`config.mk`:
```
export PLATFORM = sky130hd
export DESIGN_NAME = irq_pin_mapper
export DESIGN_NICKNAME = d
export VERILOG_FILES = /design/src/rtl/irq_pin_mapper.v
export VERILOG_INCLUDE_DIRS = /design/src /design/src/rtl
export SDC_FILE = /design/constraint.sdc
export NUM_CORES = 1
export LEC_CHECK = 0
export BUFFER_PORTS_ARGS = -buffer_cell sky130_fd_sc_hd__clkbuf_2
export CORE_ASPECT_RATIO = 0.9
export CORE_MARGIN = 4
export CORE_UTILIZATION = 30
export DETAILED_ROUTE_END_ITERATION = 16
export GPL_TIMING_DRIVEN = 0
export PLACE_DENSITY = 0.55
export SETUP_SLACK_MARGIN = 0.1
export SLEW_MARGIN = 10
export SYNTH_ARGS = -nofsm -noshare
export SYNTH_HDL_FRONTEND = slang
export SYNTH_SLANG_ARGS = --single-unit
```
`constraint.sdc`:
```
create_clock -name clock -period 2.2 [get_ports clock]
set_input_delay 0.22 -clock clock [delete_from_list [all_inputs] [get_ports clock]]
set_output_delay 0.22 -clock clock [all_outputs]
set_load 0.01 [all_outputs]
```
`src/rtl/irq_map_defs.vh`:
```
// Constants for the interrupt pin mapper and FIFO threshold registers
`ifndef IRQ_MAP_DEFS_VH
`define IRQ_MAP_DEFS_VH

// Register bus widths
`define ADDR_W 8
`define DATA_W 8

// Register byte addresses
`define ADDR_FIFO_CTRL 8'h28
`define ADDR_THRESH_LOW 8'h29
`define ADDR_FIRST_MAP 8'h2a
`define ADDR_SECOND_MAP 8'h2b
`define ADDR_FLAG_VIEW 8'h3c
`define ADDR_PIN_VIEW 8'h3d
`define ADDR_ENTRY_LOW 8'h3e
`define ADDR_ENTRY_HIGH 8'h3f

// Reset values
`define RST_THRESH_LOW 8'h80
`define RST_MAP 8'h00
`define RST_MSB 1'h0
`define RST_AXES 2'h3
`define RST_BYTE 8'h00

// Stored axes codes in the control register of the FIFO
`define AXES_ONE 2'h1
`define AXES_TWO 2'h2
`define AXES_THREE 2'h3

// Field positions in the control register of the FIFO
`define CTRL_MSB_BIT 3
`define CTRL_AXES_HI 5
`define CTRL_AXES_LO 4

// Field positions in each pin map register
`define MAP_POL_BIT 7
`define MAP_SRC_HI 6
`define MAP_SRC_LO 0
`define MAP_AWAKE 6
`define MAP_IDLE 5
`define MAP_MOTION 4
`define MAP_OVERFLOW 3
`define MAP_THRESH 2
`define MAP_QREADY 1
`define MAP_NEWSAMP 0

// Widths of derived quantities
`define SRC_W 7
`define COUNT_W 9
`define ENTRY_W 11
`define AXES_W 2
`define PIN_N 2
`define ENTRY_HI_W 3

`endif

```
`src/rtl/irq_pin_mapper.v`:
```
// Interrupt pin mapper with FIFO threshold count registers
`timescale 1ns/1ns
`include "irq_map_defs.vh"

// Behaviour
// - Threshold low byte is an R/W register
// - Threshold ninth bit lives in FIFO control
// - Count means sample sets, times stored axes
// - Threshold low byte resets to 0x80
// - Map bit 7 set makes pin active low
// - First map bit 6 routes awake
// - First map bit 5 routes inactivity
// - First map bit 4 routes activity
// - First map bit 3 routes FIFO overrun
// - First map bit 2 routes FIFO watermark
// - First map bit 1 routes FIFO ready
// - First map bit 0 routes data ready
// - Second map bit 6 routes awake
// - Second map bit 5 routes inactivity
// - Second map bit 4 routes activity
// - Second map bit 3 routes FIFO overrun
// - Second map bit 2 routes FIFO watermark
// - Second map bit 1 routes FIFO ready
// - Second map bit 0 routes data ready
// - Both map registers reset to zero

module irq_pin_mapper
(
    // Clock and reset
    input wire clock,
    input wire rst,

    // Register port
    input wire [`ADDR_W-1:0] addr,
    input wire [`DATA_W-1:0] wdata,
    input wire wr,
    input wire rd,
    output wire [`DATA_W-1:0] rdata,

    // Status flags from the sensing core
    input wire awake_flag,
    input wire idle_flag,
    input wire motion_flag,
    input wire overflow_flag,
    input wire queue_threshold_flag,
    input wire queue_ready_flag,
    input wire new_sample_flag,

    // Interrupt pins toward the host
    output wire first_irq_pin,
    output wire second_irq_pin,

    // Threshold toward the FIFO
    output wire [`COUNT_W-1:0] threshold_count,
    output wire [`ENTRY_W-1:0] threshold_entries
);

    // Software visible state
    reg [`DATA_W-1:0] thresh_low_r;
    reg thresh_msb_r;
    reg [`AXES_W-1:0] axes_r;
    reg [`DATA_W-1:0] first_map_r;
    reg [`DATA_W-1:0] second_map_r;

    // Read data, valid only in the cycle after a read
    reg [`DATA_W-1:0] rdata_r;
    reg [`DATA_W-1:0] rdata_nxt;

    // Pin and threshold output flops
    reg [`PIN_N-1:0] pin_r;
    reg [`PIN_N-1:0] hit_r;
    reg [`ENTRY_W-1:0] entries_r;
    reg [`ENTRY_W-1:0] entries_nxt;

    // Flag vector laid out like the source field of a map
    wire [`SRC_W-1:0] flags;
    wire [`DATA_W-1:0] maps [0:`PIN_N-1];
    wire [`COUNT_W-1:0] count;
    wire [`ENTRY_W-1:0] count_wide;

    // Per pin vectors of sources that are both flagged and enabled
    reg [`SRC_W-1:0] en_first;
    reg [`SRC_W-1:0] en_second;
    wire [`SRC_W-1:0] routed [0:`PIN_N-1];

    // Decoded write strobes
    reg wr_ctrl;
    reg wr_low;
    reg wr_first;
    reg wr_second;

    // Place each source at the bit that enables it
    assign flags[`MAP_AWAKE] = awake_flag;
    assign flags[`MAP_IDLE] = idle_flag;
    assign flags[`MAP_MOTION] = motion_flag;
    assign flags[`MAP_OVERFLOW] = overflow_flag;
    assign flags[`MAP_THRESH] = queue_threshold_flag;
    assign flags[`MAP_QREADY] = queue_ready_flag;
    assign flags[`MAP_NEWSAMP] = new_sample_flag;

    // Index the two map registers by pin number
    assign maps[0] = first_map_r;
    assign maps[1] = second_map_r;

    // First pin: each source gated by its own map bit
    always @*
    begin
        en_first = {`SRC_W{1'b0}};
        en_first[`MAP_AWAKE] = first_map_r[`MAP_AWAKE] & awake_flag;
        en_first[`MAP_IDLE] = first_map_r[`MAP_IDLE] & idle_flag;
        en_first[`MAP_MOTION] = first_map_r[`MAP_MOTION] & motion_flag;
        en_first[`MAP_OVERFLOW] =
            first_map_r[`MAP_OVERFLOW] & overflow_flag;
        en_first[`MAP_THRESH] =
            first_map_r[`MAP_THRESH] & queue_threshold_flag;
        en_first[`MAP_QREADY] =
            first_map_r[`MAP_QREADY] & queue_ready_flag;
        en_first[`MAP_NEWSAMP] =
            first_map_r[`MAP_NEWSAMP] & new_sample_flag;
    end

    // Second pin: its own map, so the two pins never share enables
    always @*
    begin
        en_second = {`SRC_W{1'b0}};
        en_second[`MAP_AWAKE] = second_map_r[`MAP_AWAKE] & awake_flag;
        en_second[`MAP_IDLE] = second_map_r[`MAP_IDLE] & idle_flag;
        en_second[`MAP_MOTION] =
            second_map_r[`MAP_MOTION] & motion_flag;
        en_second[`MAP_OVERFLOW] =
            second_map_r[`MAP_OVERFLOW] & overflow_flag;
        en_second[`MAP_THRESH] =
            second_map_r[`MAP_THRESH] & queue_threshold_flag;
        en_second[`MAP_QREADY] =
            second_map_r[`MAP_QREADY] & queue_ready_flag;
        en_second[`MAP_NEWSAMP] =
            second_map_r[`MAP_NEWSAMP] & new_sample_flag;
    end

    // Index the gated sources by pin number for the shared driver
    assign routed[0] = en_first;
    assign routed[1] = en_second;

    // Full nine bit count from its two homes
    assign count = {thresh_msb_r, thresh_low_r};

    // Address decode for writes; view registers ignore writes
    always @*
    begin
        wr_ctrl = 1'b0;
        wr_low = 1'b0;
        wr_first = 1'b0;
        wr_second = 1'b0;
        if (wr)
        begin
            case (addr)
                `ADDR_FIFO_CTRL:
                begin
                    wr_ctrl = 1'b1;
                end
                `ADDR_THRESH_LOW:
                begin
                    wr_low = 1'b1;
                end
                `ADDR_FIRST_MAP:
                begin
                    wr_first = 1'b1;
                end
                `ADDR_SECOND_MAP:
                begin
                    wr_second = 1'b1;
                end
                default:
                begin
                    wr_ctrl = 1'b0;
                end
            endcase
        end
    end

    // Control register of the FIFO: ninth bit and axes stored
    always @(posedge clock)
    begin
        if (rst)
        begin
            thresh_msb_r <= `RST_MSB;
            axes_r <= `RST_AXES;
        end
        else if (wr_ctrl)
        begin
            thresh_msb_r <= wdata[`CTRL_MSB_BIT];
            axes_r <= wdata[`CTRL_AXES_HI:`CTRL_AXES_LO];
        end
    end

    // Low byte of the threshold; default keeps watermark quiet
    always @(posedge clock)
    begin
        if (rst)
        begin
            thresh_low_r <= `RST_THRESH_LOW;
        end
        else if (wr_low)
        begin
            thresh_low_r <= wdata;
        end
    end

    // Map register of the first pin
    always @(posedge clock)
    begin
        if (rst)
        begin
            first_map_r <= `RST_MAP;
        end
        else if (wr_first)
        begin
            first_map_r <= wdata;
        end
    end

    // Map register of the second pin
    always @(posedge clock)
    begin
        if (rst)
        begin
            second_map_r <= `RST_MAP;
        end
        else if (wr_second)
        begin
            second_map_r <= wdata;
        end
    end

    // Widen the count before any arithmetic so no carry is lost
    assign count_wide = {{(`ENTRY_W-`COUNT_W){1'b0}}, count};

    // Sets times axes gives stored entries; adds avoid a multiplier
    always @*
    begin
        entries_nxt = {`ENTRY_W{1'b0}};
        case (axes_r)
            `AXES_ONE:
            begin
                entries_nxt = count_wide;
            end
            `AXES_TWO:
            begin
                entries_nxt = count_wide + count_wide;
            end
            `AXES_THREE:
            begin
                entries_nxt = count_wide + count_wide + count_wide;
            end
            default:
            begin
                entries_nxt = {`ENTRY_W{1'b0}}; // No axes, nothing stored
            end
        endcase
    end

    // Registered so the FIFO sees a clean value
    always @(posedge clock)
    begin
        if (rst)
        begin
            entries_r <= {`ENTRY_W{1'b0}};
        end
        else
        begin
            entries_r <= entries_nxt;
        end
    end

    // One identical pin driver per interrupt pin
    genvar p;
    generate
        for (p = 0; p < `PIN_N; p = p + 1)
        begin : pin_drv
            wire [`SRC_W-1:0] enabled;
            wire hit;
            wire level;

            // Only sources whose map bit is set take part
            assign enabled = routed[p];

            // Any one enabled source asserts the pin
            assign hit = |enabled;

            // Polarity bit inverts the driven level
            assign level = hit ^ maps[p][`MAP_POL_BIT];

            // The pin flop costs one cycle but gives glitch free edges
            always @(posedge clock)
            begin
                if (rst)
                begin
                    pin_r[p] <= 1'b0;
                    hit_r[p] <= 1'b0;
                end
                else
                begin
                    pin_r[p] <= level;
                    hit_r[p] <= hit;
                end
            end
        end
    endgenerate

    // First pin straight from its flop
    assign first_irq_pin = pin_r[0];

    // Second pin straight from its flop
    assign second_irq_pin = pin_r[1];

    // Read multiplexer; unmapped addresses read as zero
    always @*
    begin
        rdata_nxt = `RST_BYTE;
        if (rd)
        begin
            case (addr)
                `ADDR_FIFO_CTRL:
                begin
                    rdata_nxt[`CTRL_MSB_BIT] = thresh_msb_r;
                    rdata_nxt[`CTRL_AXES_HI:`CTRL_AXES_LO] = axes_r;
                end
                `ADDR_THRESH_LOW:
                begin
                    rdata_nxt = thresh_low_r;
                end
                `ADDR_FIRST_MAP:
                begin
                    rdata_nxt = first_map_r;
                end
                `ADDR_SECOND_MAP:
                begin
                    rdata_nxt = second_map_r;
                end
                `ADDR_FLAG_VIEW:
                begin
                    rdata_nxt[`MAP_SRC_HI:`MAP_SRC_LO] = flags;
                end
                `ADDR_PIN_VIEW:
                begin
                    rdata_nxt[`PIN_N-1:0] = hit_r;
                    rdata_nxt[2*`PIN_N-1:`PIN_N] = pin_r;
                end
                `ADDR_ENTRY_LOW:
                begin
                    rdata_nxt = entries_r[`DATA_W-1:0];
                end
                `ADDR_ENTRY_HIGH:
                begin
                    rdata_nxt[`ENTRY_HI_W-1:0] =
                        entries_r[`ENTRY_W-1:`DATA_W];
                end
                default:
                begin
                    rdata_nxt = `RST_BYTE;
                end
            endcase
        end
    end

    // Read data stands for one cycle only, zero otherwise
    always @(posedge clock)
    begin
        if (rst)
        begin
            rdata_r <= `RST_BYTE;
        end
        else
        begin
            rdata_r <= rdata_nxt;
        end
    end

    // Outputs straight from flops
    assign rdata = rdata_r;
    assign threshold_count = count;
    assign threshold_entries = entries_r;

endmodule

```
==> metrics.md, run 1 <==
| Metric | Value |
|---|---|
| Flop pwr share | `0.503` |
| Status | `completed` |
| Min Tclk post-route | `roughly 2000 ps` |
| Overflow after GRT | `0` |
| Clock network fraction of total power | `0.430` |
| Critical path, cell by cell | `ha_1 > inv_1 > fa_1 > nand2b_4 > a21oi_2 > o221ai_1 > xor2_1 > nor3b_2` |
| Via/cell ratio | `5.02` |
| Chip Height | `between 90 and 100 um` |
| Max cap viols | `0` |
| Flop-to-flop setup slack | `210 ps` |
| Maximum clock path buffer count | `2` |
| # diodes | `0` |
| CTS buffer count | `5` |
| Final hold viol count | `0` |
| CP max stage cell | `dfxtp_4` |
| First-pass iteration count of the detailed router | `7` |
| DRC | `0` |
| Setup Viol. Count Final | `0` |
| CORE AREA | `roughly 8300 um2` |
| Synth area leaders | `dfxtp_1 (38%), mux2i_1 (6.5%), nor2_1 (5.6%)` |
| Post-synthesis instance total | `287` |
| Worst path depth | `8` |
| Primary FF master, synth | `dfxtp_1` |
| Main combinational cell family by area after synthesis | `simple AND/OR/NAND/NOR gates` |
| Slew Limit Headroom | `0.632` |
| Switching power | `0.000398 W` |
| Synth area leader | `dfxtp_1` |
| Final wirelength | `7.96 mm` |
| First-pass GRT wire length | `12.3 mm` |
| CP Data Arrival Time | `2240 ps` |
| Gate power share | `0.067` |
| Most frequent cell after synthesis | `dfxtp_1` |
| Critical path class | `flop to flop` |
| Synth Area in Adders | `0.0510` |
| Critical path required time | `2450 ps` |
| R2r endpoint | `threshold_entries[9]` |
| RSZ-0062 raised after global routing | `true` |
| Initial antenna violation count | `0` |
| CTS root buffer | `clkbuf_8` |
| Die X | `106 um` |
| Sw Ratio | `0.220` |
| Final Util | `0.388` |
| Max Slew Vio Count | `0` |
| Worst path bufs/invs | `1` |
| CP Max Fanout | `7` |
| Synth top area share | `0.385` |
| Placer Congestion | `0.946` |
| Final nets | `388` |
| Hold Path Cell Cnt | `3` |
| Pint | `0.00141 W` |
| Pwr Density | `~560 nW/um2` |
| CTS clk-pin slew, worst paths | `100 ps` |
| Mux cell area share after synthesis | `0.152` |
| Worst Tran Pin Value | `550 ps` |
| RR Startpoint | `thresh_low_r[1]` |
| Mean Syn Cell Area | `9.07 um2` |
| Post-synthesis compound-gate area fraction | `0.175` |
| Fin crit share | `0.904` |
| Yosys reg bits | `50` |
| Hold EP | `first_map_r[6]` |
| CP Capture Type | `flop` |
| Worst clock skew | `~11 ps` |
| Initial core utilization | `0.315` |
| Gr usage total | `0.157` |
| Worst reg-to-reg path cell count | `8` |
| CP Launch Type | `flop` |
| # rows | `31` |
| Worst-Skew Late Latency | `310 ps` |
| Syn nets | `324` |
| Hpwl dp | `6.07 mm` |
| Vias in the first global route | `2256` |
| Initial DRC count | `147` |
| Via count | `2346` |
| Routed Antenna Nets | `0` |
| Yosys warning total | `0` |
| VDD IR max | `0.000261 V` |
| Die area | `10200 um2` |
| I/O pin count | `57` |
| H-tree Lvls | `2` |
| Worst hold start | `wdata[6]` |
| CTS tree | `built` |
| CTS sink cnt | `50` |
| P_leak | `about 1.4 nW` |
| WHS | `156 ps` |
| IO Port Bufs | `54` |
| Post-synth ARST share | `0` |
| Sequential fraction of the synthesis area | `0.385` |
| Post-synth top cells | `dfxtp_1 (50), nor2_1 (39), nand2_1 (30)` |
| Post-synthesis simple-gate area fraction | `0.177` |
| Fillers | `between 800 and 900` |
| Hold/Removal Path Class | `primary input to flop` |
| Number of flops mapped to enable cells by yosys | `0` |
| Syn-to-layout area delta | `23.3%` |
| Ratio of cells with drive above 1 in the final layout | `0.284` |
| Peak Freq | `503 MHz` |
| Wirelength per Cell | `approximately 17 um` |
| CP delay by family, top | `adder cells` |
| Largest net degree at the start of global routing | `17` |
| CP peak stage delay | `400 ps` |
| Mapped Area | `2600 um2` |
| Distinct cells, synth | `between 40 and 50` |
| Synth Area in XOR/XNOR | `0.0202` |
layout by cell type, fill, tap and decap left out, drive strengths merged, types with 2 or more instances in the layout:
cell type  synthesis  layout
nor2              39      39
mux4               4       4
ha                 9       9
o22ai              2       2
mux2i             17      17
o211ai             2       2
nand3              7       7
o21ai              8       8
mux2              12      12
a21oi             22      22
buf                8      11
a22oi             14      14
a31oi              2       2
bufinv             0       2
xor2               2       2
nor3               7       7
inv                8       8
a211oi             2       2
xnor2              4       4
a222oi             2       2
clkbuf             8      67
dfxtp             50      50
nand2b             2       2
nand2             30      30
o21a               2       2
a221oi             2       2
nor2b              3       3
a22o               4       4
through the flow:
step | worst slack [ps] | TNS [ps] | std cells | cell area (um2) | total power [W]
after global routing | 93.0 | 0 | 467 | 3210 | 0.00186
final | 211 | 0 | 467 | 3210 | 0.00181
after global placement | -7.60 | -7.60 | 456 | 3020 | 0.00105
after floorplan | 232 | 0 | 287 | 2600 | 0.000995
after detailed placement | -32.4 | -46.9 | 456 | 3020 | 0.00105
after CTS | 135 | 0 | 464 | 3160 | 0.00182
kinds of logic (layout without fill, tap and decap cells):
group,after synthesis,after routing
XOR/XNOR,6,6
AND/OR/NAND/NOR,96,96
buffers and inverters,24,89
multiplexers,33,33
AO/OA/AOI/OAI,68,68
flip-flops,50,50
adder cells (fa/ha/maj),10,10
routing by layer:
layer / vias to the layer above / wire [um] / track usage
met4: 0 / 163 / 0.0561
met3: 13 / 538 / 0.0335
met2: 86 / 3450 / 0.241
met1: 1086 / 3810 / 0.218
li1: 1161 / - / -
met5: - / 0 / 0
layout make-up:
class	instances	area [um2]	area share
Clock inverter	3	68.8	0.0214
Timing Repair Buffer	57	293	0.0912
Clock buffer	5	68.8	0.0214
Inverter	8	30.0	0.00936
Tap cell	115	144	0.0448
Multi-Input combinational cell	213	1520	0.473
Sequential cell	50	1010	0.315
Buffer	16	76.3	0.0238
sequential cells by signal, summed over array words and instances (netlist names):
name	count
axes_r	2
first_irq_pin	1
first_map_r	8
hit_r	2
rdata	8
second_irq_pin	1
second_map_r	8
thresh_low_r	8
thresh_msb_r	1
threshold_entries	11
power by group through the flow:
stage / Sequential (W) / Combinational [W] / Clock [W]
6_report: 0.000910 / 0.000122 / 0.000777
5_1_grt: 0.000910 / 0.000131 / 0.000823
4_1_cts: 0.000912 / 0.000121 / 0.000791
3_5_place_dp: 0.000933 / 0.000121 / 0
3_3_place_gp: 0.000933 / 0.000120 / 0
2_1_floorplan: 0.000934 / 0.0000613 / 0
repair_timing:
item / CTS / global route
setup buffers: 0 / 3
endpoints found under the hold margin: 0 / 0
setup endpoints to repair: 3 / 4
cloned: 0 / 0
gates resized for setup: 4 / 5
pin swaps: 0 / 3
hold buffers: 0 / 0
worst max-delay path by stage:
stage	slack (ps)	from	to
3_5_place_dp	-30	thresh_low_r[1]	threshold_entries[9]
6_report	210	thresh_low_r[1]	threshold_entries[9]
4_1_cts	140	thresh_low_r[1]	threshold_entries[9]
5_1_grt	90	thresh_low_r[1]	threshold_entries[9]
3_3_place_gp	-8	thresh_low_r[1]	threshold_entries[9]
2_1_floorplan	230	thresh_low_r[1]	threshold_entries[9]
tightest hold or removal path: stages:
cell      delay, ps
clkbuf_2        100
nand2_1          50
a21oi_1          50
(Power assumes the default switching activity.)
==> run 2: changes to the inputs <==
- PLACE_DENSITY: 0.55 -> default
- PLACE_DENSITY_LB_ADDON: default -> 0.12
==> run 2 against run 1 <==
Against the previous run:
- die area is the same
- fmax down 0.99%
- sequential power is essentially flat
- register-to-register slack worse by 20 ps
- sequential share of layout area rose by 0.28 points
- critical path depth decreased by 2
- worst hold slack better by 19 ps
- clock power decreased by 16%
- largest power group unchanged
- highest routed layer unchanged
- power fell by 6.9%
==> metrics.md, run 2 (same netlist as run 1, synthesis figures left out) <==
| Metric | Value |
|---|---|
| Syn-to-layout area delta | `22.2%` |
| CTS sink cnt | `50` |
| CP Max Fanout | `7` |
| CP Launch Type | `flop` |
| CORE AREA | `8260 um2` |
| Overflow after GRT | `0` |
| # rows | `31` |
| Max cap viols | `0` |
| M1 wire length | `3.99 mm` |
| Die area | `around 10000 um2` |
| First-pass GRT wire length | `13.2 mm` |
| Critical path endpoint | `threshold_entries[7]` |
| Max Slew Vio Count | `0` |
| Setup Viol. Count Final | `0` |
| Final nets | `388` |
| P_leak | `1.40 nW` |
| VDD IR max | `between 0.0002 and 0.0003 V` |
| R2r endpoint | `threshold_entries[7]` |
| First-pass iteration count of the detailed router | `5` |
| Routed Antenna Nets | `0` |
| Critical path, cell by cell | `ha_1 > o21ai_0 > a21oi_4 > o21a_1 > o21a_1 > o32ai_1` |
| Flop-to-flop setup slack | `190 ps` |
| CTS tree | `built` |
| Initial core utilization | `0.315` |
| Via count | `2331` |
| I/O pin count | `between 50 and 60` |
| Slew Limit Headroom | `0.613` |
| Commonest non-fill, non-tap cells in the layout | `clkbuf_2 (54), dfxtp_1 (47), nor2_1 (39)` |
| Setup_tns | `0 ps` |
| Chip Height | `approximately 96 um` |
| Worst Tran Pin Value | `580 ps` |
| IO Port Bufs | `54` |
| CTS buffer count | `5` |
| Initial DRC count | `118` |
| Peak Freq | `between 400 and 500 MHz` |
| Critical path class | `flop to flop` |
| CP Data Arrival Time | `2220 ps` |
| Hold/Removal Path Class | `primary input to flop` |
| Min Tclk post-route | `2010 ps` |
| Wirelength per Cell | `17.6 um` |
| Maximum clock path buffer count | `2` |
| Overall power | `around 0.0017 W` |
| Largest net degree at the start of global routing | `15` |
| Fillers | `882` |
| Commonest non-fill, non-tap cell in the layout | `clkbuf_2` |
| Crit-path most repeated cell | `o21a_1` |
| Worst path depth | `6` |
| Placer Congestion | `0.811` |
| Initial antenna violation count | `0` |
| CP Capture Type | `flop` |
| Max layer used | `met4` |
| Final wirelength | `8.23 mm` |
| Worst-Skew Late Latency | `310 ps` |
| Worst clock skew | `12.1 ps` |
| CTS clk-pin slew, worst paths | `90 ps` |
| Critical path required time | `2410 ps` |
| Ratio of cells with drive above 1 in the final layout | `0.276` |
| Vias in the first global route | `2338` |
| CP delay by family, top | `compound AO/OA/AOI/OAI gates` |
| Fin crit share | `0.913` |
| CTS root buffer | `clkbuf_8` |
| Place WS | `-118 ps` |
| RSZ-0062 raised after global routing | `true` |
| Cell Count, Final, Fillers Out | `467` |
| CP max stage cell | `dfxtp_1` |
| Max reg flops | `11` |
| Met3 wire length | `468 um` |
| Gr usage total | `0.169` |
| DRC | `0` |
| # diodes | `0` |
| Hpwl dp | `6.28 mm` |
| Die X | `roughly 110 um` |
| Pwr Density | `roughly 530 nW/um2` |
| Status | `completed` |
| RR Startpoint | `thresh_low_r[4]` |
| Placed cells | `456` |
| H-tree Lvls | `2` |
| Worst path bufs/invs | `0` |
| Hold Path Cell Cnt | `3` |
| Worst reg-to-reg path cell count | `6` |
| CP peak stage delay | `about 530 ps` |
| Met2 Wirelength | `3.65 mm` |
| Via/cell ratio | `between 4 and 5` |
| Final hold viol count | `0` |
| CP startpoint | `thresh_low_r[4]` |
| Setup ws final | `192 ps` |
[run 2: cell count changes in the layout (fill, tap and decap cells not counted)]
cell	change
nor3b_2	-1
a21oi_4	+1
a21oi_2	-1
clkinv_4	-1
clkbuf_1	+2
bufinv_16	-1
nor3b_1	+1
[run 2: metrics by stage]
| step | instance area (um2) | hold slack [ps] | utilization |
|---|---|---|---|
| detailed placement | 3020 | 465 | 0.365 |
| floorplan | 2600 | 360 | - |
| CTS | 3140 | 166 | 0.380 |
| global placement | 3020 | 459 | 0.365 |
| finish | 3180 | 175 | 0.385 |
| global route | 3180 | 178 | 0.385 |
[run 2: worst min-delay path by stage]
stage                                end            from
after floorplan           first_map_r[0]        wdata[0]
after global placement    first_map_r[3]  first_map_r[3]
after detailed placement  first_map_r[2]  first_map_r[2]
after CTS                 first_map_r[2]        wdata[2]
after global routing      first_map_r[2]        wdata[2]
final                     first_map_r[2]        wdata[2]
[run 2: tightest hold or removal path, cell delays in order]
cell      delay [ps]
clkbuf_2         100
nand2_1           60
a21oi_1           50
[run 2: routing by layer]
metal  global-route usage  vias up
met1                0.234     1084
met4               0.0539        0
li1                     -     1165
met3               0.0322        9
met5                    0        -
met2                0.267       73
[run 2: layout make-up]
type	instances	area, um2	share of cell area
timing repair buffer	57	293	0.0921
clock buffer	7	76.3	0.0240
buffer	16	76.3	0.0240
clock inverter	1	30.0	0.00944
sequential	50	1010	0.317
multi-input combinational	213	1520	0.478
inverter	8	30.0	0.00944
tap	115	144	0.0452
[run 2: where the power goes]
part / internal, W / switching [W]
Combinational: 0.0000489 / 0.0000740
Sequential: 0.000906 / 0.00000379
Clock: 0.000341 / 0.000311
[run 2: timing repair]
action | CTS | global route
buffers inserted | 0 | 3
pin swaps | 0 | 1
hold buffers | 0 | 0
gates resized for setup | 6 | 3
setup endpoints to repair | 3 | 4
==> run 3: changes to the inputs <==
- PLACE_DENSITY_LB_ADDON: 0.12 -> default
==> run 3 against run 2 <==
Against the previous run:
- critical path depth increased by 2
- clock skew down 4.6 ps
- count of clock-buffer cells in the layout down 2
- die area stayed put
- sequential share of layout area did not move
- wire length decreased by 3.1%
- core utilization unchanged
- first-iteration DRC count is 75% higher
- combinational power hardly changed
- via count is 3.4% higher
- largest power group unchanged
==> metrics.md, run 3 (same netlist as run 1, synthesis figures left out) <==
| Metric | Value |
|---|---|
| Via/cell ratio | `5.16` |
| CP peak stage delay | `approximately 400 ps` |
| Die X | `106 um` |
| CTS sink cnt | `50` |
| CTS buffer count | `5` |
| CTS clk-pin slew, worst paths | `~90 ps` |
| Placer Congestion | `0.976` |
| Gr usage total | `0.159` |
| Wirelength per Cell | `approximately 17 um` |
| Sequential Area | `1010 um2` |
| Via count | `roughly 2400` |
| Max cap viols | `0` |
| Commonest non-fill, non-tap cells in the layout | `clkbuf_2 (54), dfxtp_1 (47), nor2_1 (39)` |
| Final hold viol count | `0` |
| First-pass iteration count of the detailed router | `5` |
| First-pass GRT wire length | `roughly 13 mm` |
| Critical path class | `flop to flop` |
| Setup Viol. Count Final | `0` |
| DRC | `0` |
| Final nets | `388` |
| Worst-Skew Late Latency | `a little over 300 ps` |
| CORE AREA | `between 8000 and 9000 um2` |
| Final wirelength | `7.98 mm` |
| I/O pin count | `57` |
| CP Data Arrival Time | `2220 ps` |
| Overflow after GRT | `0` |
| Hold/Removal Path Class | `primary input to flop` |
| Fillers | `between 800 and 900` |
| Min Tclk post-route | `1990 ps` |
| Commonest non-fill, non-tap cell in the layout | `clkbuf_2` |
| VDD IR max | `0.000223 V` |
| RSZ-0062 raised after global routing | `true` |
| Slew Limit Headroom | `0.579` |
| Maximum clock path buffer count | `2` |
| Max reg flops | `11` |
| Final Util | `0.385` |
| CTS tree | `built` |
| CP Max Fanout | `5` |
| H-tree Lvls | `2` |
| Critical path required time | `2430 ps` |
| CTS root buffer | `clkbuf_8` |
| Ratio of cells with drive above 1 in the final layout | `0.281` |
| Syn-to-layout area delta | `22.2%` |
| Hpwl dp | `6.01 mm` |
| Routed Antenna Nets | `0` |
| Vias in the first global route | `2364` |
| Initial core utilization | `0.315` |
| Critical path, cell by cell | `ha_1 > inv_1 > fa_1 > nand2b_4 > a21oi_2 > o221ai_1 > xor2_1 > nor3b_1` |
| Pwr Density | `529 nW/um2` |
| Die area | `10200 um2` |
| P_leak | `between 1 and 1.5 nW` |
| Area after DPL | `about 3000 um2` |
| Peak Freq | `502 MHz` |
| # rows | `31` |
| CP max stage cell | `fa_1` |
| Area occupied by multi-input gates | `1510 um2` |
| Largest net degree at the start of global routing | `17` |
| Initial antenna violation count | `0` |
| Fin crit share | `0.905` |
| Worst clock skew | `7.55 ps` |
| Worst Tran Pin Value | `between 600 and 700 ps` |
| Status | `completed` |
| # diodes | `0` |
| IO Port Bufs | `54` |
| Final Cell Area | `around 3200 um2` |
| Initial DRC count | `206` |
| Chip Height | `96.4 um` |
| Hold_buf cts | `0` |
| Max Slew Vio Count | `0` |
| CP Capture Type | `flop` |
| CP Launch Type | `flop` |
==> run 3: changes by cell type in the layout (fill, tap and decap cells not counted) <==
cell        previous run  this run
clkbuf_1              10         8
a21oi_2                0         1
clkinvlp_4             0         2
a21oi_4                1         0
==> run 3: repair_timing <==
item                       in CTS  in global routing
resized for setup               4                  4
buffers inserted                0                  3
pin swaps                       0                  2
setup endpoints to repair       2                  3
==> run 3: worst paths after layout <==
path	start	to	slack [ps]	depth (start not counted)
worst max-delay path	thresh_low_r[1]	threshold_entries[9]	210	8
worst min-delay path	wdata[6]	first_map_r[6]	160	3
worst max register to register	thresh_low_r[1]	threshold_entries[9]	210	8
worst min register to register	first_map_r[0]	first_map_r[0]	480	2
==> run 3: through the flow <==
step / instances / setup TNS (ps) / power [W] / hold slack, ps / setup slack (ps)
after global routing: 467 / 0 / 0.00176 / 184 / 56.5
final: 467 / 0 / 0.00168 / 161 / 209
after CTS: 464 / 0 / 0.00170 / 155 / 117
after global placement: 456 / -14.9 / 0.00105 / 462 / -14.9
after detailed placement: 456 / -81.3 / 0.00105 / 470 / -46.5
after floorplan: 287 / 0 / 0.000995 / 360 / 232
==> run 3: critical path, delay by kind of cell, from the launching register on <==
family          cells  cell delay [ps]
fa+ha+maj           2              560
buf+inv             1               50
xor+xnor            1              190
simple gates        2              350
flops               1              390
compound gates      2              380
==> run 3: metal layers <==
metal  up-vias  part of all wire  track usage
met5         -                 0            0
met2       109              0.44        0.253
li1       1165                 -            -
met3         8             0.076       0.0329
met4         0             0.011       0.0453
met1      1128              0.47        0.219
==> run 3: area by class of cell <==
cell class / count / area share
clock buffers: 5 / 0.0216
multi-input cells: 213 / 0.476
inverters: 8 / 0.00944
repair buffers: 57 / 0.0921
plain buffers: 16 / 0.0240
well taps: 115 / 0.0452
flip-flops and latches: 50 / 0.317
clock inverters: 3 / 0.0142
==> run 3: report_power, final <==
part | total, W | internal (W) | switching [W] | leakage (nW)
sequential | 0.000909 | 0.000906 | 0.00000345 | 0.406
combinational | 0.000122 | 0.0000490 | 0.0000734 | 0.937
clock | 0.000649 | 0.000338 | 0.000311 | 0.0504
